### config.mk
export PLATFORM = sky130hd
export DESIGN_NAME = sensor_powerup_config_sequencer
export DESIGN_NICKNAME = d
export VERILOG_FILES = /design/src/hw/sensor_seq_pkg.sv /design/src/hw/sensor_powerup_config_sequencer.sv
export VERILOG_INCLUDE_DIRS = /design/src /design/src/hw
export SDC_FILE = /design/constraint.sdc
export NUM_CORES = 1
export LEC_CHECK = 0
export BUFFER_PORTS_ARGS = -buffer_cell sky130_fd_sc_hd__buf_4
export CAP_MARGIN = 20
export CORE_ASPECT_RATIO = 1.25
export CORE_MARGIN = 2
export CORE_UTILIZATION = 45
export DETAILED_ROUTE_END_ITERATION = 12
export MAX_ROUTING_LAYER = met4
export PLACE_DENSITY = 0.77
export SYNTH_ARGS = -nofsm -noshare
export SYNTH_HDL_FRONTEND = slang
export SYNTH_SLANG_ARGS = --single-unit
### constraint.sdc
create_clock -name ref_clk -period 2.13 [get_ports ref_clk]
set_input_delay 0.213 -clock ref_clk [delete_from_list [all_inputs] [get_ports ref_clk]]
set_output_delay 0.213 -clock ref_clk [all_outputs]
set_load 0.02 [all_outputs]
### src/hw/sensor_seq_defines.svh
`ifndef SENSOR_SEQ_DEFINES_SVH
`define SENSOR_SEQ_DEFINES_SVH

// Host command register offsets
`define CSR_CTRL           4'h0
`define CSR_STATUS         4'h1
`define CSR_ENABLE         4'h2
`define CSR_WR_ADDR        4'h3
`define CSR_WR_DATA        4'h4

// Control register fields
`define CTRL_START_BIT     0
`define CTRL_COLOR_BIT     1
`define CTRL_ZROT_BIT      2
`define CTRL_DEPTH8_BIT    3
`define CTRL_RES12K_BIT    4
`define CTRL_DIRECT_BIT    5

// Sensor register addresses
`define SREG_VARIANT       9'h002
`define SREG_CLKGEN        9'h020
`define SREG_LOGIC_EN      9'h022
`define SREG_COLMUX        9'h028
`define SREG_FRONTEND      9'h030
`define SREG_BIAS_EN       9'h040
`define SREG_GEN_BIAS      9'h041
`define SREG_FE_BIAS       9'h042
`define SREG_MUX_BIAS      9'h043
`define SREG_SER_BIAS      9'h044
`define SREG_SERTX         9'h070
`define SREG_BLACKCAL      9'h080
`define SREG_WORDCFG       9'h081
`define SREG_SEQMODE       9'h0c0
`define SREG_GAIN          9'h0cc
`define SREG_DUMMYROW      9'h0e0
`define SREG_LATENCY       9'h0e1
`define SREG_WIN_X         9'h100
`define SREG_WIN_YS        9'h101
`define SREG_WIN_YE        9'h102
`define SREG_SEQ_A         9'h1bf
`define SREG_SEQ_B         9'h1c0

// Upload data values
`define VAL_MONO           16'h0000
`define VAL_COLOR          16'h0001
`define VAL_CLK_CFG        16'h2002
`define VAL_ONE            16'h0001
`define VAL_GEN_BIAS       16'h008b
`define VAL_FE_BIAS        16'h53c8
`define VAL_MUX_BIAS       16'h8848
`define VAL_SER_BIAS       16'h0086
`define VAL_BLACKCAL       16'h4520
`define VAL_GAIN_NROT      16'h09e5
`define VAL_GAIN_ZROT      16'h09e6
`define VAL_DUMMYROW       16'h3e04
`define VAL_LATENCY        16'h6733
`define VAL_WORD10         16'h0000
`define VAL_WORD8          16'h2000
`define VAL_SEQ_A          16'h0bf1
`define VAL_SEQ_B          16'h0bc3
`define VAL_WIN_X          16'h4708
`define VAL_YS_16K         16'h0200
`define VAL_YS_12K         16'h0400
`define VAL_YE_16K         16'h11ff
`define VAL_YE_12K         16'h0fff
`define VAL_CLK_ANALOG     16'h2003
`define VAL_COLMUX_ON      16'h0003
`define VAL_SERTX_ON       16'h0007
`define VAL_SEQ_NROT       16'h0001
`define VAL_SEQ_ZROT       16'h000d

// Timing
`define CLK_MHZ            200
`define RESET_WAIT_US      10
`define RESET_WAIT_CYC     (`RESET_WAIT_US * `CLK_MHZ)
`define RESET_HOLD_CYC     16
`define SPI_DIV            4
`define STEP_LAST          5'd22

`endif

### src/hw/sensor_seq_pkg.sv
package sensor_seq_pkg;

	// Host sequencer phases
	typedef enum logic [2:0] {
		PH_IDLE    = 3'b000,
		PH_RESET   = 3'b001,
		PH_WAIT    = 3'b010,
		PH_UPLOAD  = 3'b011,
		PH_SPI     = 3'b100,
		PH_RUNNING = 3'b101,
		PH_DIRECT  = 3'b110
	} phase_t;

	// One sensor register write
	typedef struct packed {
		logic [8:0]  addr;
		logic [15:0] data;
	} spi_word_t;

	// SPI pins towards the sensor
	typedef struct packed {
		logic sclk;
		logic csN;
		logic mosi;
	} spi_pins_t;

endpackage

### src/hw/sensor_powerup_config_sequencer.sv
// Added by the designer: strobed register access.
`timescale 1ns/1ps
`default_nettype none
`include "sensor_seq_defines.svh"

module sensor_powerup_config_sequencer #(
	parameter int WAIT_CYCLES = `RESET_WAIT_CYC,
	parameter int HOLD_CYCLES = `RESET_HOLD_CYC
) (
	input  wire logic        ref_clk,
	input  wire logic        reset_n,
	input  wire logic [3:0]  regAddr,
	input  wire logic [15:0] regWrData,
	input  wire logic        regWrite,
	input  wire logic        regRead,
	output var  logic [15:0] regRdData,
	output var  logic        sensorClkEn,
	output var  logic        sensorResetN,
	output var  logic        spiSclk,
	output var  logic        spiCsN,
	output var  logic        spiMosi
);

	localparam int CNT_W = $clog2(WAIT_CYCLES + HOLD_CYCLES + 2);

	sensor_seq_pkg::phase_t    phase_q;
	sensor_seq_pkg::spi_word_t curWord;
	sensor_seq_pkg::spi_word_t directWord_q;
	sensor_seq_pkg::spi_pins_t pins_q;
	logic [15:0]      ctrl_q;
	logic             clkEn_q;
	logic             rstN_q;
	logic [CNT_W-1:0] timer_q;
	logic [4:0]       step_q;
	logic [4:0]       bitCnt_q;
	logic [1:0]       div_q;
	logic [24:0]      shift_q;
	logic             spiBusy_q;
	logic             spiLoad;
	logic             spiDone;
	logic             error_q;
	logic             startReq;
	logic             directReq;
	logic [15:0]      rdData_q;

	// Upload list; option bits pick the per-variant values
	always_comb begin
		curWord = '0;
		case (step_q)
			5'd0:  curWord = '{`SREG_VARIANT,
				ctrl_q[`CTRL_COLOR_BIT] ? `VAL_COLOR : `VAL_MONO};
			5'd1:  curWord = '{`SREG_CLKGEN,   `VAL_CLK_CFG};
			5'd2:  curWord = '{`SREG_LOGIC_EN, `VAL_ONE};
			5'd3:  curWord = '{`SREG_GEN_BIAS, `VAL_GEN_BIAS};
			5'd4:  curWord = '{`SREG_FE_BIAS,  `VAL_FE_BIAS};
			5'd5:  curWord = '{`SREG_MUX_BIAS, `VAL_MUX_BIAS};
			5'd6:  curWord = '{`SREG_SER_BIAS, `VAL_SER_BIAS};
			5'd7:  curWord = '{`SREG_BLACKCAL, `VAL_BLACKCAL};
			5'd8:  curWord = '{`SREG_GAIN,
				ctrl_q[`CTRL_ZROT_BIT] ? `VAL_GAIN_ZROT : `VAL_GAIN_NROT};
			5'd9:  curWord = '{`SREG_DUMMYROW, `VAL_DUMMYROW};
			5'd10: curWord = '{`SREG_LATENCY,  `VAL_LATENCY};
			5'd11: curWord = '{`SREG_WORDCFG,
				ctrl_q[`CTRL_DEPTH8_BIT] ? `VAL_WORD8 : `VAL_WORD10};
			5'd12: curWord = '{`SREG_SEQ_A,    `VAL_SEQ_A};
			5'd13: curWord = '{`SREG_SEQ_B,    `VAL_SEQ_B};
			5'd14: curWord = '{`SREG_WIN_X,    `VAL_WIN_X};
			5'd15: curWord = '{`SREG_WIN_YS,
				ctrl_q[`CTRL_RES12K_BIT] ? `VAL_YS_12K : `VAL_YS_16K};
			5'd16: curWord = '{`SREG_WIN_YE,
				ctrl_q[`CTRL_RES12K_BIT] ? `VAL_YE_12K : `VAL_YE_16K};
			5'd17: curWord = '{`SREG_CLKGEN,   `VAL_CLK_ANALOG};
			5'd18: curWord = '{`SREG_BIAS_EN,  `VAL_ONE};
			5'd19: curWord = '{`SREG_COLMUX,   `VAL_COLMUX_ON};
			5'd20: curWord = '{`SREG_FRONTEND, `VAL_ONE};
			5'd21: curWord = '{`SREG_SERTX,    `VAL_SERTX_ON};
			5'd22: curWord = '{`SREG_SEQMODE,
				ctrl_q[`CTRL_ZROT_BIT] ? `VAL_SEQ_ZROT : `VAL_SEQ_NROT};
			default: curWord = '0;
		endcase
	end

	// Writes to the control and write-data registers request actions
	assign startReq  = regWrite && regAddr == `CSR_CTRL && regWrData[`CTRL_START_BIT];
	assign directReq = regWrite && regAddr == `CSR_WR_DATA;

	always_ff @(posedge ref_clk or negedge reset_n) begin
		if (!reset_n) begin
			ctrl_q <= 16'h0000;
		end else if (regWrite && regAddr == `CSR_CTRL) begin
			ctrl_q <= {10'h000, regWrData[5:1], 1'b0};
		end
	end

	// Direct reconfiguration word, e.g. a mode change while running
	always_ff @(posedge ref_clk or negedge reset_n) begin
		if (!reset_n) begin
			directWord_q <= '0;
		end else if (regWrite && regAddr == `CSR_WR_ADDR) begin
			directWord_q.addr <= regWrData[8:0];
		end else if (directReq) begin
			directWord_q.data <= regWrData;
		end
	end

	// Clock enable and hard reset to the sensor
	always_ff @(posedge ref_clk or negedge reset_n) begin
		if (!reset_n) begin
			clkEn_q <= 1'b0;
			rstN_q  <= 1'b0;
		end else if (regWrite && regAddr == `CSR_ENABLE) begin
			// Gates the clock, and a cleared bit also asserts sensor reset; its frequency must suit the depth bit
			clkEn_q <= regWrData[0];
			if (!regWrData[0]) begin
				rstN_q <= 1'b0;
			end
		end else if (phase_q == sensor_seq_pkg::PH_RESET && timer_q == '0) begin
			rstN_q <= 1'b1;
		end
	end

	// Main sequence: hold reset, wait, upload list, then running
	always_ff @(posedge ref_clk or negedge reset_n) begin
		if (!reset_n) begin
			phase_q <= sensor_seq_pkg::PH_IDLE;
			timer_q <= '0;
			step_q  <= 5'd0;
			error_q <= 1'b0;
		end else begin
			case (phase_q)
				sensor_seq_pkg::PH_IDLE: begin
					if (startReq) begin
						if (clkEn_q) begin
							phase_q <= sensor_seq_pkg::PH_RESET;
							timer_q <= CNT_W'(HOLD_CYCLES);
							error_q <= 1'b0;
						end else begin
							error_q <= 1'b1;                         // Clock must run first
						end
					end else if (directReq && rstN_q) begin
						phase_q <= sensor_seq_pkg::PH_DIRECT;
					end
				end
				sensor_seq_pkg::PH_RESET: begin
					if (timer_q == '0) begin
						phase_q <= sensor_seq_pkg::PH_WAIT;
						timer_q <= CNT_W'(WAIT_CYCLES);
					end else begin
						timer_q <= timer_q - 1'b1;
					end
				end
				sensor_seq_pkg::PH_WAIT: begin
					if (timer_q == '0) begin
						phase_q <= sensor_seq_pkg::PH_UPLOAD;
						step_q  <= 5'd0;
					end else begin
						timer_q <= timer_q - 1'b1;
					end
				end
				sensor_seq_pkg::PH_UPLOAD: begin
					phase_q <= sensor_seq_pkg::PH_SPI;
				end
				sensor_seq_pkg::PH_SPI: begin
					if (spiDone) begin
						if (step_q == `STEP_LAST) begin
							phase_q <= sensor_seq_pkg::PH_RUNNING;
						end else begin
							step_q  <= step_q + 5'd1;
							phase_q <= sensor_seq_pkg::PH_UPLOAD;
						end
					end
				end
				sensor_seq_pkg::PH_RUNNING: begin
					if (!clkEn_q) begin
						phase_q <= sensor_seq_pkg::PH_IDLE;
					end else if (directReq) begin
						phase_q <= sensor_seq_pkg::PH_DIRECT;
					end
				end
				sensor_seq_pkg::PH_DIRECT: begin
					if (spiDone) begin
						phase_q <= rstN_q && step_q == `STEP_LAST ?
							sensor_seq_pkg::PH_RUNNING : sensor_seq_pkg::PH_IDLE;
					end
				end
				default: phase_q <= sensor_seq_pkg::PH_IDLE;
			endcase
		end
	end

	// Load the shifter once per word; one write in flight at a time
	assign spiLoad = (phase_q == sensor_seq_pkg::PH_UPLOAD) ||
		(directReq && !spiBusy_q && phase_q != sensor_seq_pkg::PH_DIRECT &&
		(phase_q == sensor_seq_pkg::PH_RUNNING ||
		(phase_q == sensor_seq_pkg::PH_IDLE && rstN_q && !startReq)));
	assign spiDone = spiBusy_q && bitCnt_q == 5'd0 && div_q == 2'd3 && pins_q.sclk;

	// Write frame: one write flag, 9 address bits, 16 data bits, MSB first
	always_ff @(posedge ref_clk or negedge reset_n) begin
		if (!reset_n) begin
			spiBusy_q <= 1'b0;
			shift_q   <= '0;
			bitCnt_q  <= 5'd0;
			div_q     <= 2'd0;
			pins_q    <= '{sclk: 1'b0, csN: 1'b1, mosi: 1'b0};
		end else if (spiLoad) begin
			spiBusy_q   <= 1'b1;
			bitCnt_q    <= 5'd25;
			div_q       <= 2'd0;
			pins_q.csN  <= 1'b0;
			pins_q.mosi <= 1'b1;
			shift_q     <= phase_q == sensor_seq_pkg::PH_UPLOAD ?
				{curWord.addr, curWord.data} : {directWord_q.addr, regWrData};
		end else if (spiBusy_q) begin
			div_q <= div_q + 2'd1;
			if (div_q == 2'd1) begin
				pins_q.sclk <= 1'b1;
			end else if (div_q == 2'd3) begin
				pins_q.sclk <= 1'b0;
				if (bitCnt_q == 5'd0) begin
					spiBusy_q  <= 1'b0;
					pins_q.csN <= 1'b1;
				end else begin
					bitCnt_q    <= bitCnt_q - 5'd1;
					pins_q.mosi <= shift_q[24];
					shift_q     <= {shift_q[23:0], 1'b0};
				end
			end
		end
	end

	// Read port: data valid in the cycle after the strobe
	always_ff @(posedge ref_clk or negedge reset_n) begin
		if (!reset_n) begin
			rdData_q <= 16'h0000;
		end else if (regRead) begin
			case (regAddr)
				`CSR_CTRL:    rdData_q <= ctrl_q;
				`CSR_STATUS:  rdData_q <= {6'h00, error_q, spiBusy_q, step_q, phase_q};
				`CSR_ENABLE:  rdData_q <= {14'h0000, rstN_q, clkEn_q};
				`CSR_WR_ADDR: rdData_q <= {7'h00, directWord_q.addr};
				`CSR_WR_DATA: rdData_q <= directWord_q.data;
				default:      rdData_q <= 16'h0000;
			endcase
		end else begin
			rdData_q <= 16'h0000;
		end
	end

	assign regRdData    = rdData_q;
	assign sensorClkEn  = clkEn_q;
	assign sensorResetN = rstN_q;
	assign spiSclk      = pins_q.sclk;
	assign spiCsN       = pins_q.csN;
	assign spiMosi      = pins_q.mosi;

endmodule
`default_nettype wire

After elaboration in Yosys (flattened, before gate mapping)
Cells that the tools add are included.

Add/subtract/negate cells: 4. Equal/unequal tests: 49. Multiplexer cells: 59. Bitwise gates (word level): 2. Reductions and logical operators: 41.

Operator list (number): one-hot mux 25 bit (23 select lines) (1); two-way mux 25 bit (6); one-hot mux 16 bit (5 select lines) (1); two-way mux 11 bit (5); equality test 5 x 4 -> 1 bit (second input constant) (8); two-way mux 5 bit (8); two-way mux 3 bit (12); equality test 5 bit (second input constant) (7); one-hot mux 11 bit (3 select lines) (1); one-hot mux 3 bit (7 select lines) (1); equality test 5 x 3 -> 1 bit (second input constant) (4); inequality test 2 bit (second input constant) (10); logical AND 1 bit (16); two-way mux 16 bit (1); AND reduction 4 bit (4); two-way mux 14 bit (1); two-way mux 1 bit (13); two-way mux 13 bit (1); two-way mux 2 bit (6); inequality test 3 bit (second input constant) (4); nonzero test 2 bit (6); zero test 11 bit (1); subtractor 11 x 1 -> 11 bit (second input constant) (1); equality test 5 x 2 -> 1 bit (second input constant) (2); 25 further kinds (35).

Register bits after elaboration: 104. Input bits: 24. Output and inout port bits: 21. Logic and storage cells: 172.

Longest topological paths before layout
Word-level depth: 10. Depth in mapped cells: 10. Gate-level depth less buffers: 7.

Worst setup path before layout
OpenSTA, ideal clock, no wires.

Path type: register to register. Start point: register step_q[4]. End point: register shift_q[24]. Library setup time: 0.126 ns. Arrival time: 2.218 ns. Required time: 2.004 ns. Setup slack: -0.214 ns. Cell stages (with the launch flop): 8. Buffers on the path: 3. Clock period less this slack: 2.344 ns. Path through: dfrtp_1 > clkbuf_1 > buf_1 > clkbuf_1 > inv_1 > ha_1 > or3_1 > a221o_1.

Word-level cells in the longest chain between the ends: 4. Elaborated cells between the ends (all ways): 26. Classes of those cells: 22 x eq/ne; 3 x mux; 1 x reduce/logical.

RTL lines: start: declaration (line sensor_powerup_config_sequencer.sv:34) `logic [4:0] step_q;`; start signal: assignment (line sensor_powerup_config_sequencer.sv:168) `step_q <= step_q + 5'd1;`; equality test 5 bit, or another cell as far along (line sensor_powerup_config_sequencer.sv:49) `case (step_q)`; one-hot mux 25 bit (23 select lines) * (line sensor_powerup_config_sequencer.sv:49); two-way mux 25 bit * (line sensor_powerup_config_sequencer.sv:212) `shift_q <= phase_q == sensor_seq_pkg::PH_UPLOAD ?`; two-way mux 25 bit * (line sensor_powerup_config_sequencer.sv:206) `end else if (spiLoad) begin`; end signal: assignment (line sensor_powerup_config_sequencer.sv:212); end signal: assignment (line sensor_powerup_config_sequencer.sv:226) `shift_q <= {shift_q[23:0], 1'b0};`; end: declaration (line sensor_powerup_config_sequencer.sv:37) `logic [24:0] shift_q;`.

Every way passes the cells marked *; elsewhere a longest branch is shown, timed or not. A chain may end at the register's enable or synchronous reset.

Worst setup path in the final report
Start point: register timer_q[1]. End point: register timer_q[6].

Word-level cells in the longest chain between the ends: 3. Elaborated cells between the ends (all ways): 7. Classes of those cells: 1 x add/sub; 1 x eq/ne; 3 x mux; 2 x reduce/logical.

RTL lines: start: declaration (line sensor_powerup_config_sequencer.sv:33) `logic [CNT_W-1:0] timer_q;`; start signal: assignment (line sensor_powerup_config_sequencer.sv:135) `timer_q <= CNT_W'(HOLD_CYCLES);`; start signal: assignment (line sensor_powerup_config_sequencer.sv:147) `timer_q <= CNT_W'(WAIT_CYCLES);`; start signal: assignment (line sensor_powerup_config_sequencer.sv:149) `timer_q <= timer_q - 1'b1;`; subtractor 11 x 1 -> 11 bit / zero test 11 bit (equally long branches); two-way mux 11 bit, or another cell as far along (line sensor_powerup_config_sequencer.sv:153) `if (timer_q == '0) begin`; one-hot mux 11 bit (3 select lines) / AND reduction 4 bit (equally long branches).

Parallel ways exist; a longest one is shown, timed or not. The select of a mux whose other input is x is not followed.

==> summary.md <==
| Metric | Value |
|---|---|
| Num rows | 47 |
| Synth-to-layout area growth | 26.8% |
| Core box area | 0.0132 mm² |
| Largest net degree at the start of global routing | 54 |
| Hold Fails Final Rpt | 0 |
| # H-tree levels | 3 |
| Yosys reg bits | 104 |
| Register area share after synthesis | 42.7% |
| Non-Filler Instances | 934 |
| Wirelength per Cell | 20.3 µm |
| Critical Path Slowest Stage Cell | or4b_4 |
| Setup crit end kind | flip-flop |
| Bufs and invs on worst path | 4 |
| Synth Cell Area | 0.00610 mm² |
| Antenna Violating Nets Remaining | 0 |
| Synth unique cells | 71 |
| Worst-case clock buffer depth | 2 |
| Routability Congestion | 0.973 |
| Mapped Nets | 683 |
| Sinks on Clock Net | 104 |
| Critical path peak fanout | 8 |
| Final WS setup | 0.0248 ns |
| Dpl ws | -0.309 ns |
| Initial antenna violation count | 0 |
| Mapped Cells | 648 |
| Global-route wire length before repair | 29.4 mm |
| Final #Nets | 793 |
| Slew Viols, Final | 0 |
| Warnings, synthesis | 0 |
| Crit-path leading delay family | simple AND/OR/NAND/NOR gates |
| Hold/Removal Path Class | input pin to flip-flop |
| Peak supply drop | 488 µV |
| Drt drc | 0 |
| Routed vias/inst | 6.20 |
| Total power | 4.24 mW |
| Critical Path Max Stage Delay | 0.48 ns |
| I/O pin total | 45 |
| Die Wd | 108 µm |
| Async set-or-reset flop fraction in the synthesized netlist | 100% |
| Max Clock Skew | 0.00625 ns |
| Post-synth EDFFs | 0 |
| Die ar. | 0.0145 mm² |
| Measured slew at the worst slew-check pin | 0.549 ns |
| Critical path startpoint category | flip-flop |
| Worst-path clk slew | 0.07 ns |
| TritonCTS clock tree | yes |
| Vias | 5789 |
| Placed Cells incl. Taps | 902 |
| Gr usage total | 27.0% |
| Pleak | 3.49 nW |
| Vias in the first global route | 5762 |
| Antenna diodes | 0 |
| Fill count | 1082 |
| Final wirelength | 19.0 mm |
| Most frequent CP cell | buf_6 |
| Worst EP required | 2.40 ns |
| RSZ-0062 raised after global routing | yes |
| Rel. slew slack | 63.3% |
| DR pass1 iterations | 7 |
| Hold WS | 0.107 ns |
| HPWL after DPL | 13.7 mm |
| Number of CTS-inserted buffers | 9 |
| Main synth FF type | dfrtp_1 |
| Final setup viols | 0 |
| PD cells | 548 mW/mm² |
| Initial Utilization | 46.1% |
| CP arrival | 2.38 ns |
| Initial drt markers | 543 |
| Vert. Die Dim | 134 µm |
| Highest clock rate | 0.475 GHz |
| Port Buffer Count | 44 |
| Tmin final | 2.11 ns |
| Outcome | finished, final reports clean |
| Tcrit/Tclk final | 98.8% |
| Worst skew pair latency | 0.35 ns |
| Total grt overflow | 0 |
| Synth Area per Inst | 9.41 µm² |
| Root Buffer | clkbuf_16 |
| Share of cells above drive strength 1 | 30.3% |
| Worst setup path class | flip-flop to flip-flop |
| Critical-path cell list | inv_2 > ha_4 > or4b_4 > nor3_4 > buf_6 > o32ai_4 > buf_6 > buf_4 > a21oi_1 |
| Max-cap violations | 0 |
cell usage in the layout (no fill, tap or decap), types with 6 or more instances in the layout:
master     count
clkbuf_16     10
a211oi_1       8
o21ai_0       39
nand3_1       16
o22a_1         6
nand2_1       47
mux2i_1       31
nor2_1        51
a22oi_1        6
mux2_2        30
inv_1         14
a21o_1         7
nand2b_1      17
a311oi_1       7
buf_4        136
dfrtp_1      103
a21oi_1       37
a221o_1        8
nor2b_1       19
ha_1           6
nor3_1        13
and3_1         7
worst min-delay path, delay by kind of cell:
kind | cells | cell delay (ns)
AOI/OAI and AO/OA | 1 | 0.06
buffers and inverters | 1 | 0.09
and+or+nand+nor | 1 | 0.05
synth_stat cells, drive strengths merged (5+ instances only):
library cell	instances	area share [%]
o22a	6	0.86
nor3	16	1.4
a221oi	5	0.72
a22o	5	0.72
a21o	7	0.86
nand2	47	2.9
ha	11	2.3
a22oi	6	0.74
or3	5	0.51
nor4b	5	0.82
a311oi	7	1.0
nor4	6	0.62
buf	11	1.1
clkbuf	38	2.3
a211oi	8	0.99
a21oi	39	3.2
o21ai	45	3.8
mux2i	31	5.1
nand2b	17	1.7
mux2	30	5.5
inv	18	1.1
dfrtp	103	42
nand3	16	1.3
and3	7	0.72
a221o	8	1.3
nor2b	19	1.9
a31oi	5	0.51
nor2	54	3.4
registers in the layout, summed over array words and instances (netlist names):
| name | cells |
|---|---|
| directWord_q | 25 |
| shift_q | 25 |
| regRdData | 16 |
| timer_q | 11 |
| bitCnt_q | 5 |
| ctrl_q | 5 |
| step_q | 5 |
| phase_q | 3 |
| div_q | 2 |
| error_q | 1 |
| sensorClkEn | 1 |
| sensorResetN | 1 |
| spiBusy_q | 1 |
| spiCsN | 1 |
| spiMosi | 1 |
| spiSclk | 1 |
layer usage:
layer	GRT usage [%]	vias up	part of all wire, %
li1	-	2606	-
met1	31.2	2808	38
met2	45.0	289	51
met3	3.16	86	5.3
met4	16.0	0	5.8
met5	-	-	0
timing repair:
item,in CTS,in global routing
pin swaps,2,9
setup endpoints to repair,24,33
cloned,0,1
setup buffers,4,11
gates resized for setup,11,32
hold buffers,1,0
endpoints found under the hold margin,28,0
path summary, 6_finish.rpt:
check,end,slack [ns],from,depth (start not counted)
worst max register to register,timer_q[6],0.02,timer_q[1],9
min in group asynchronous,timer_q[5],0.34,reset_n,2
worst max-delay path,timer_q[6],0.02,timer_q[1],9
max in group asynchronous,shift_q[8],1.14,reset_n,3
worst min-delay path,shift_q[11],0.11,regWrData[11],3
worst min register to register,shift_q[4],0.50,shift_q[4],1
stage by stage:
stage	instance area, µm²	setup TNS, ns	utilization [%]
after floorplan	6120	-0.0689	-
after detailed placement	7170	-1.85	54.2
final	7730	0	58.4
after global routing	7730	-0.208	58.4
after CTS	7510	0	56.7
after global placement	7170	-0.162	54.2
power by group:
part	internal, mW	total, mW	leakage [nW]	switching [mW]
Clock	0.798	1.55	0.137	0.749
Combinational	0.220	0.440	2.13	0.220
Sequential	2.12	2.25	1.22	0.132
Total	3.14	4.24	3.49	1.10
logic make-up after synthesis:
logic type | after synthesis | share of synthesized area [%]
adders and majority gates | 11 | 2.26
xor gates and xnor gates | 6 | 0.862
buffers and inverters | 67 | 4.58
DFF | 104 | 42.7
muxes | 61 | 10.6
AOI/OAI and AO/OA | 181 | 20.2
and+or+nand+nor | 218 | 18.7
layout make-up:
| type | count | area, µm² | area share (%) |
|---|---|---|---|
| multi-input cells | 477 | 3360 | 43.4 |
| flip-flops and latches | 104 | 2600 | 33.7 |
| repair buffers | 148 | 1220 | 15.7 |
| clock buffers | 10 | 229 | 2.96 |
| well taps | 171 | 214 | 2.77 |
| inverters | 18 | 67.6 | 0.874 |
| clock inverters | 6 | 41.3 | 0.534 |
Power figures use the tool's default switching activity.
